==> config.mk <==
export PLATFORM = sky130hd
export DESIGN_NAME = hcm_mailbox
export DESIGN_NICKNAME = d
export VERILOG_FILES = /design/src/hdl/hcm_pkg.sv /design/src/hdl/hcm_regbank.sv /design/src/hdl/hcm_mailbox.sv
export SDC_FILE = /design/constraint.sdc
export NUM_CORES = 1
export LEC_CHECK = 0
export BUFFER_PORTS_ARGS = -buffer_cell sky130_fd_sc_hd__buf_2
export CAP_MARGIN = 20
export CORE_MARGIN = 10
export CORE_UTILIZATION = 49
export DETAILED_ROUTE_END_ITERATION = 16
export PLACE_DENSITY_LB_ADDON = 0.25
export SYNTH_ARGS = -nofsm -noshare
export SYNTH_HDL_FRONTEND = slang
export SYNTH_SLANG_ARGS = --single-unit
==> constraint.sdc <==
create_clock -name mclk_i -period 2.4 [get_ports mclk_i]
set_clock_uncertainty 0.15 [all_clocks]
set_input_delay 0.48 -clock mclk_i [delete_from_list [all_inputs] [get_ports mclk_i]]
set_output_delay 0.48 -clock mclk_i [all_outputs]
set_load 0.02 [all_outputs]
==> src/hdl/hcm_pkg.sv <==
package hcm_pkg;

  // host i/o map (ten-bit pc i/o addresses)
  localparam logic [9:0] HCM_SEG_ADDR  = 10'h2d7; // window segment byte
  localparam logic [9:0] HCM_PARM_ADDR = 10'h2db; // parameter_response
  localparam logic [9:0] HCM_CFG_ADDR  = 10'h2dc; // interface_configuration

  // interface_configuration field positions
  localparam int HCM_CFG_PROTO_BIT   = 0; // 1 twinax, 0 coax/twisted pair
  localparam int HCM_CFG_THIRD_BIT   = 1; // third-party host interface mode
  localparam int HCM_CFG_VENDOR_BIT  = 2; // mainframe-vendor host interface mode
  localparam int HCM_CFG_ATTR_BUF_BIT = 3; // extended attribute buffer enable
  localparam int HCM_CFG_MUX_BIT     = 4; // multiplexed coax station mode
  localparam int HCM_CFG_PENDING_BIT = 7; // request pending, cleared by firmware

  // reset values
  localparam logic [7:0] HCM_CFG_RST  = 8'h00;
  localparam logic [7:0] HCM_PARM_RST = 8'h00;
  localparam logic [7:0] HCM_SEG_RST  = 8'hce; // default window segment
  localparam logic [7:0] HCM_UNMAPPED = 8'h00; // read value off the map

  // index of the shared byte registers inside the register bank
  localparam int HCM_IDX_PARM = 0;
  localparam int HCM_IDX_CFG  = 1;
  localparam int HCM_NREGS    = 2;

  // host i/o read sequencing
  typedef enum logic [0:0] {
    HCM_RD_IDLE,
    HCM_RD_DONE
  } hcm_rd_state_t;

endpackage

==> src/hdl/hcm_regbank.sv <==
`timescale 1ns/1ps
`default_nettype none

// byte registers written from two sides; read data come out of flops
module hcm_regbank
  import hcm_pkg::*;
(
  input  wire logic                 mclk_i,
  input  wire logic                 sys_rst_i,
  input  wire logic [HCM_NREGS-1:0] host_we_i,
  input  wire logic [7:0]           host_wdata_i,
  input  wire logic [HCM_NREGS-1:0] proc_we_i,
  input  wire logic [7:0]           proc_wdata_i,
  output logic      [7:0]           rd_parm_o,
  output logic      [7:0]           rd_cfg_o
);

  logic [7:0] mem_q [HCM_NREGS];  // stored bytes
  logic [7:0] mem_d [HCM_NREGS];  // next stored bytes

  // reset value by index
  function automatic logic [7:0] rst_val(input int idx);
    return (idx == HCM_IDX_CFG) ? HCM_CFG_RST : HCM_PARM_RST;
  endfunction

  genvar g;
  generate
    for (g = 0; g < HCM_NREGS; g++) begin : g_reg
      // latest writer wins; processor last in the same cycle,
      // except that a host pending set survives a firmware clear
      always_comb begin
        mem_d[g] = mem_q[g];
        if (host_we_i[g]) begin
          mem_d[g] = host_wdata_i;
        end
        if (proc_we_i[g]) begin
          mem_d[g] = proc_wdata_i;
          if (g == HCM_IDX_CFG && host_we_i[g]) begin
            mem_d[g][HCM_CFG_PENDING_BIT] = host_wdata_i[HCM_CFG_PENDING_BIT];
          end
        end
      end

      // storage only
      always_ff @(posedge mclk_i) begin
        if (sys_rst_i) begin
          mem_q[g] <= rst_val(g);
        end else begin
          mem_q[g] <= mem_d[g];
        end
      end
    end
  endgenerate

  assign rd_parm_o = mem_q[HCM_IDX_PARM];
  assign rd_cfg_o  = mem_q[HCM_IDX_CFG];

endmodule

`default_nettype wire

==> src/hdl/hcm_mailbox.sv <==
`timescale 1ns/1ps
`default_nettype none

// Summary of operation
// - host config write raises processor interrupt request
// - lockout plus pending interrupt stalls host accesses
// - firmware clears pending, writes back implemented config
// - protocol bit selects twinax or coax mode
// - separate third-party and vendor mode bits
// - dedicated bit enables extended attribute buffer
// - mux bit selects station mode, address from parameter
// - config register accepts any raw host byte
// - segment register at own address enables window
module hcm_mailbox
  import hcm_pkg::*;
(
  input  wire logic       mclk_i,
  input  wire logic       sys_rst_i,
  // host pc i/o side
  input  wire logic [9:0] io_addr_i,
  input  wire logic       io_wr_i,
  input  wire logic       io_rd_i,
  input  wire logic [7:0] io_wdata_i,
  output logic      [7:0] io_rdata_o,
  output logic            io_rvalid_o,
  output logic            io_wait_o,
  input  wire logic       host_mem_req_i,
  output logic            host_mem_ack_o,
  // embedded processor side
  input  wire logic       host_lockout_en_i,
  input  wire logic       proc_irq_clr_i,
  input  wire logic       proc_cfg_wr_i,
  input  wire logic [7:0] proc_cfg_data_i,
  input  wire logic       proc_parm_wr_i,
  input  wire logic [7:0] proc_parm_data_i,
  output logic            host_to_processor_irq_o,
  output logic      [7:0] proc_cfg_o,
  output logic      [7:0] proc_parm_o,
  // dual-port window
  output logic            window_enable_o,
  output logic      [7:0] window_segment_byte_o,
  // decoded interface modes
  output logic            twinax_mode_o,
  output logic            coax_mode_o,
  output logic            third_party_mode_o,
  output logic            third_party_variant_o,
  output logic            vendor_mode_o,
  output logic            extended_attribute_buffer_enable_o,
  output logic            mux_station_mode_o,
  output logic      [7:0] mux_station_addr_o
);

  // registered state first, each with its next value beside it
  logic                 irq_q, irq_d;           // request toward processor
  logic                 win_en_q, win_en_d;     // window enabled by segment write
  logic [7:0]           seg_q, seg_d;           // window segment byte
  logic [7:0]           rdata_q, rdata_d;       // host read data
  hcm_rd_state_t        rd_q, rd_d;             // read answer state
  // combinational helpers
  logic [7:0]           cfg_rd, parm_rd;        // bank outputs
  logic                 stall;                  // host held off
  logic                 wr_ok, rd_ok;           // accepted host cycles
  logic [HCM_NREGS-1:0] host_we, proc_we;       // bank write strobes

  // address match, shared by read and write decode;
  // full ten-bit compare, so aliases higher up never hit
  function automatic logic hit(input logic [9:0] a, input logic [9:0] r);
    return a == r;
  endfunction

  // lockout: while firmware has it on and the request is outstanding,
  // every host access waits; no timeout, since a halted cpu never clears
  assign stall     = host_lockout_en_i & irq_q;
  // wait only while the host actually presents a cycle
  assign io_wait_o = stall & (io_wr_i | io_rd_i);
  // memory window answers in the same cycle unless held off
  assign host_mem_ack_o = host_mem_req_i & ~stall;
  // a held strobe is taken on the first edge after the stall lifts;
  // nothing is queued here, the host keeps the cycle up itself
  assign wr_ok     = io_wr_i & ~stall;
  assign rd_ok     = io_rd_i & ~stall;

  // host writes store the raw byte, nothing filtered;
  // the device never forces the pending bit, firmware judges the byte
  // an unmapped address decodes to no strobe and is dropped
  always_comb begin
    host_we = '0;
    // station address or any other parameter byte
    host_we[HCM_IDX_PARM] = wr_ok & hit(io_addr_i, HCM_PARM_ADDR);
    host_we[HCM_IDX_CFG]  = wr_ok & hit(io_addr_i, HCM_CFG_ADDR);
    // firmware strobes pass straight through
    proc_we = '0;
    proc_we[HCM_IDX_PARM] = proc_parm_wr_i;
    proc_we[HCM_IDX_CFG]  = proc_cfg_wr_i;
  end

  // both shared bytes live in the bank; its outputs are flops,
  // so host reads, firmware view and mode decode agree every cycle
  hcm_regbank u_bank (
    .mclk_i       (mclk_i),
    .sys_rst_i    (sys_rst_i),
    .host_we_i    (host_we),
    .host_wdata_i (io_wdata_i),
    .proc_we_i    (proc_we),
    .proc_wdata_i (proc_cfg_wr_i ? proc_cfg_data_i : proc_parm_data_i),
    .rd_parm_o    (parm_rd),
    .rd_cfg_o     (cfg_rd)
  );

  // a shared data input would mix bytes if both firmware strobes fire;
  // firmware writes one register per cycle

  // interrupt, segment and window next state;
  // the set is written after the clear so that a host request landing
  // in the firmware's clear cycle is not lost
  always_comb begin
    irq_d    = irq_q;
    seg_d    = seg_q;
    win_en_d = win_en_q;
    if (proc_irq_clr_i) begin
      irq_d = 1'b0;
    end
    if (host_we[HCM_IDX_CFG]) begin
      irq_d = 1'b1;  // set beats clear
    end
    // segment write opens the window; only reset closes it again.
    // odd segment values are stored as given, the host must avoid them
    if (wr_ok && hit(io_addr_i, HCM_SEG_ADDR)) begin
      seg_d    = io_wdata_i;
      win_en_d = 1'b1;
    end
  end

  // registers only; reset leaves the window closed at segment ce
  // irq level goes straight out, so the processor sees a clean flop
  always_ff @(posedge mclk_i) begin
    if (sys_rst_i) begin
      irq_q    <= 1'b0;
      seg_q    <= HCM_SEG_RST;
      win_en_q <= 1'b0;
    end else begin
      irq_q    <= irq_d;
      seg_q    <= seg_d;
      win_en_q <= win_en_d;
    end
  end

  // host read: data one cycle after the accepted strobe;
  // rdata holds after the pulse, so a slow host may still look at it
  // reading has no side effect on any register
  always_comb begin
    rdata_d = rdata_q;
    rd_d    = HCM_RD_IDLE;
    if (rd_ok) begin
      rd_d = HCM_RD_DONE;
      // at most one address can match; order is immaterial
      case (1'b1)
        hit(io_addr_i, HCM_CFG_ADDR):  rdata_d = cfg_rd;
        hit(io_addr_i, HCM_PARM_ADDR): rdata_d = parm_rd;
        hit(io_addr_i, HCM_SEG_ADDR):  rdata_d = seg_q;
        default:                       rdata_d = HCM_UNMAPPED;
      endcase
    end
  end

  // registers only; no answer pending out of reset
  // rdata resets to zero, the same byte an unmapped read returns
  always_ff @(posedge mclk_i) begin
    if (sys_rst_i) begin
      rdata_q <= 8'h00;
      rd_q    <= HCM_RD_IDLE;
    end else begin
      rdata_q <= rdata_d;
      rd_q    <= rd_d;
    end
  end

  // valid decodes the answer state: one cycle per accepted read
  // kept as a state so the pulse comes from a flop
  always_comb begin
    case (rd_q)
      HCM_RD_DONE: io_rvalid_o = 1'b1;
      default:     io_rvalid_o = 1'b0;
    endcase
  end

  // firmware sees the very bytes the host reads back
  assign io_rdata_o              = rdata_q;
  assign host_to_processor_irq_o = irq_q;
  assign proc_cfg_o              = cfg_rd;
  assign proc_parm_o             = parm_rd;
  assign window_enable_o         = win_en_q;
  assign window_segment_byte_o   = seg_q;

  // mode decode straight from the stored configuration byte, station address from the parameter byte;
  // bits are passed on as stored, with no check for clashing modes:
  // firmware writes back only what it really runs, so the stored
  // byte is already the implemented mode once pending has cleared
  // the variant output means something only in third-party mode
  assign twinax_mode_o         = cfg_rd[HCM_CFG_PROTO_BIT];
  assign coax_mode_o           = ~cfg_rd[HCM_CFG_PROTO_BIT];
  assign third_party_mode_o    = cfg_rd[HCM_CFG_THIRD_BIT];
  assign third_party_variant_o = cfg_rd[HCM_CFG_THIRD_BIT]
                                 & cfg_rd[HCM_CFG_PROTO_BIT];
  assign vendor_mode_o         = cfg_rd[HCM_CFG_VENDOR_BIT];
  assign extended_attribute_buffer_enable_o = cfg_rd[HCM_CFG_ATTR_BUF_BIT];
  assign mux_station_mode_o    = cfg_rd[HCM_CFG_MUX_BIT];
  assign mux_station_addr_o    = parm_rd;

endmodule

`default_nettype wire

Word-level counts from Yosys, hierarchy flattened --
Memories as Yosys holds them, arrays and structs flattened. Index checks and enable logic that the tools add are counted.
Storage, ports and cells: flip-flop bits (word level) 19, memory bits (writable) 16, bits of input ports 43, output and inout bits 52, logic and storage cells 42, memories kept 1
Memories:
- u_bank.mem_q | words 2, width 8, read ports 2, clocked after memory_dff 0, wr ports 2, RTL line hcm_regbank.sv:18 | logic [7:0] mem_q [HCM_NREGS];
Cells by class: eq/ne operators 3, mux-type cells 18, bitwise logic cells 13, reduce and logical (&&, ||, !) cells 2
Operator list (count):
- 8-bit two-way mux | 10
- 10-bit == test, second input constant | 3
- 1-bit AND | 8
- 1-bit two-way mux | 8
- 1-bit OR | 3
- 1-bit inverter | 2
- 2-bit nonzero test | 1
- 1-bit logical AND | 1

Logic depth before layout (Yosys ltp) --
word-level depth 7, mapped depth 6, gate-level depth less buffers 4

By module --
A second synthesis with hierarchy kept.
Unflattened totals: cell total of the unflattened synthesis 226, area, all modules 2077.0 sq um
By module, submodules not included:
- hcm_mailbox | times used 1, cells each 154, area an instance 1326.3 sq um
- hcm_regbank | times used 1, cells each 72, area an instance 750.7 sq um

Worst setup path after synthesis --
No wires, ideal clock.
path kind input -> register, start point input io_wr_i, end point register seg_q[1] (netlist: window_segment_byte_o[1]), setup time 117 ps, data arrival time 1427 ps, slack 706 ps, stages 5, cells stage by stage a21boi_0 and4bb_2 buf_4 mux2i_1 nand2b_1
Between the ends: cells in the longest elaborated chain, start to end 2
RTL lines:
- start: declaration | RTL line hcm_mailbox.sv:21 | input wire logic io_wr_i,
- 1-bit AND | RTL line hcm_mailbox.sv:80 | assign wr_ok = io_wr_i & ~stall;
- 1-bit logical AND | RTL line hcm_mailbox.sv:128 | if (wr_ok && hit(io_addr_i, HCM_SEG_ADDR)) begin
- end signal: assignment | RTL line hcm_mailbox.sv:143 | seg_q <= seg_d;
- end: declaration | RTL line hcm_mailbox.sv:56 | logic [7:0] seg_q, seg_d;
No other way between the ends. A chain may end at the register's enable or synchronous reset.

==> results.toml <==
[cells_and_area]
num-fill-cells = 366
layout-drive-gt1-share = 0.386
final_core_util = 0.640
multi_input_area_sq_mm = 0.00102
nets = 335
regArea_sq_um = 701
antennaDiodeCount = 0
area_growth_pct = 24.4
design_area_sq_mm = 0.00236

[placement]
place_congestion = 0.781
portBuffers = 94
placed_area_sq_mm = 0.00226
hpwlAfterDp_um = 4250

[yosys]
synth_cell_types = 31
avgSynthCellArea_sq_um = 8.70
synthCells = 218
yosysWarnings = 0
seq_area_frac_synth = 0.369
synth_seq_cells = 35
synth_area_sq_mm = 0.00190
syn_nets = 261

[timing]
fmaxAchievable_mhz = 540
setup_viol = 0
finalHoldViolCount = 0
slew_headroom = 0.575
tightest_slew_ns = 0.632
fin_crit_ns = 1.85
drv_slew = 0
fin_tns_setup_ns = 0
rsz0062_at_grt = "no"
period_share = 0.772

[worst_hold_path]
hold_path_class = "input pin to flop"
hp-start = "io_wdata_i[3]"
holdPathStages = 3
whs_endpoint = "window_segment_byte_o[3]$_SDFFE_PP1P_"

[setup_path]
r2r_end = "u_bank.mem_q[1][6]$_SDFFE_PP0P_"
rrSetupSlack_ns = 0.55
critical_path_class = "flop to flop"
end_kind = "flop"
crit_required_ns = 2.44
r2r_start = "host_to_processor_irq_o$_SDFFE_PP0P_"
worstPathMaxFanout = 17
rr_worst_depth = 4
critPathArrivalTime_ns = 1.89
worst_setup_path_start_kind = "flop"

[grt]
grt-ovfl-total = 0
antenna_found_initial = 0
grt_pass1_vias = 1717
grt_max_degree = 33
grt_pass1_wl_um = 8360
grt_usage = 0.157

[clock_tree]
root_buffer = "clkbuf_8"
clkLatencyLatePin_ns = 0.29
clk_pin_slew_ns = 0.07
cts_tree = "built"
clock_path_buffers = 2
cts_resized = 0
post_cts_buffers = 0
hold_buffers = 0
h-tree-depth = 2
cts_num_sinks = 35
cts_made_buffers = 5

[power_and_ir_drop]
power_w = 0.00132
cellLeakagePower_nw = 1.08
peakVddDrop_v = 0.000363
pwr_density_cell_mw_per_mm2 = 557

[die]
start_util = 0.514
dieArea_sq_mm = 0.00676
num_rows = 22
die-height_um = 82.2
core_area_sq_mm = 0.00369
io_pins = 95
die_x_um = 82.2

[route]
drt_pass1_iterations = 4
wirelength_um = 5360
drt_iter0_markers = 91
ant_nets = 0
vias_per_cell = 5.28
vias = 1799
routedWlPerCell_um = 15.7
drc_errors = 0

[outcome]
outcome = "completed"

[job]
drv_cap = 0
-- kinds of logic (layout without fill, tap and decap cells) --
family | Yosys count | after routing | share of synthesized area
AOI/OAI and AO/OA | 52 | 52 | 0.166
and+or+nand+nor | 85 | 85 | 0.280
DFF | 35 | 35 | 0.369
buffers and inverters | 29 | 104 | 0.0943
muxes | 17 | 17 | 0.0897
-- power by group --
part           switching [W]  internal [W]
Combinational       0.000137     0.0000936
Sequential         0.0000177      0.000600
Clock               0.000205      0.000262
-- registers in the layout, indices dropped and copies added, names as in the netlist --
signal	flops
io_rdata_o	8
u_bank.mem_q	16
window_segment_byte_o	8
host_to_processor_irq_o	1
window_enable_o	1
rd_q	1
-- final cells by class --
| class | instances | area share |
|---|---|---|
| sequential | 35 | 0.297 |
| inverter | 1 | 0.00159 |
| timing repair buffer | 95 | 0.203 |
| tap | 48 | 0.0255 |
| multi-input combinational | 154 | 0.431 |
| clock buffer | 8 | 0.0424 |
-- synthesized netlist by cell type, drive strengths merged --
cell,n,area share
a211oi,1,0.0040
a21boi,1,0.0040
a21oi,18,0.047
a22o,8,0.037
a22oi,8,0.032
and2,2,0.0066
and2b,1,0.0040
and4b,3,0.018
and4bb,3,0.020
buf,19,0.075
clkbuf,9,0.018
dfxtp,35,0.37
inv,1,0.0020
mux2i,17,0.090
nand2,12,0.024
nand2b,7,0.023
nand4b,2,0.013
nor2,17,0.034
nor2b,8,0.026
nor3,7,0.018
nor3b,7,0.028
nor4,8,0.030
o21ai,16,0.042
or3b,8,0.037
-- critical path, cell delays in order, from the launching register on --
cell,delay [ns]
dfxtp_1,0.34
a21boi_0,0.32
nand4b_2,0.39
nor3b_1,0.27
nor4_1,0.29
-- metal layers --
layer,global-route usage,wire length (um),up-vias
li1,-,-,920
met1,0.193,2200,806
met2,0.251,2550,66
met3,0.0497,534,7
met4,0.0561,74,0
met5,0,0,-
-- through the flow --
stage / std cells / setup slack, ns / hold slack [ns]
3_5_place_dp: 333 / 0.293 / 0.307
3_3_place_gp: 333 / 0.364 / 0.295
4_1_cts: 341 / 0.546 / 0.298
6_report: 341 / 0.547 / 0.305
2_1_floorplan: 218 / 0.706 / 0.405
5_1_grt: 341 / 0.311 / 0.322
-- layout by cell type, fill, tap and decap left out, drive strengths merged --
| cell | synthesis | routed |
|---|---|---|
| a22o | 8 | 8 |
| or3b | 8 | 8 |
| a22oi | 8 | 8 |
| nand2 | 12 | 12 |
| and2 | 2 | 2 |
| nor3 | 7 | 7 |
| and2b | 1 | 1 |
| o21ai | 16 | 16 |
| nor3b | 7 | 7 |
| a211oi | 1 | 1 |
| nand4b | 2 | 2 |
| clkbuf | 9 | 8 |
| nand2b | 7 | 7 |
| nor4 | 8 | 8 |
| buf | 19 | 95 |
| inv | 1 | 1 |
| and4bb | 3 | 3 |
| mux2i | 17 | 17 |
| nor2 | 17 | 17 |
| and4b | 3 | 3 |
| a21oi | 18 | 18 |
| dfxtp | 35 | 35 |
| nor2b | 8 | 8 |
| a21boi | 1 | 1 |
-- how the worst max path moves through the flow --
stage                                               startpoint                                    end  slack, ns  cells past startpoint
after floorplan                                        io_wr_i  window_segment_byte_o[1]$_SDFFE_PP1P_       0.71                      5
after global placement                       host_lockout_en_i        u_bank.mem_q[1][4]$_SDFFE_PP0P_       0.36                      5
after detailed placement                     host_lockout_en_i        u_bank.mem_q[1][6]$_SDFFE_PP0P_       0.29                      5
after CTS                 host_to_processor_irq_o$_SDFFE_PP0P_        u_bank.mem_q[1][6]$_SDFFE_PP0P_       0.55                      4
after global routing      host_to_processor_irq_o$_SDFFE_PP0P_        u_bank.mem_q[1][3]$_SDFFE_PP0P_       0.31                      4
final                     host_to_processor_irq_o$_SDFFE_PP0P_        u_bank.mem_q[1][6]$_SDFFE_PP0P_       0.55                      4
No activity file was read; power rests on OpenSTA's default activity.
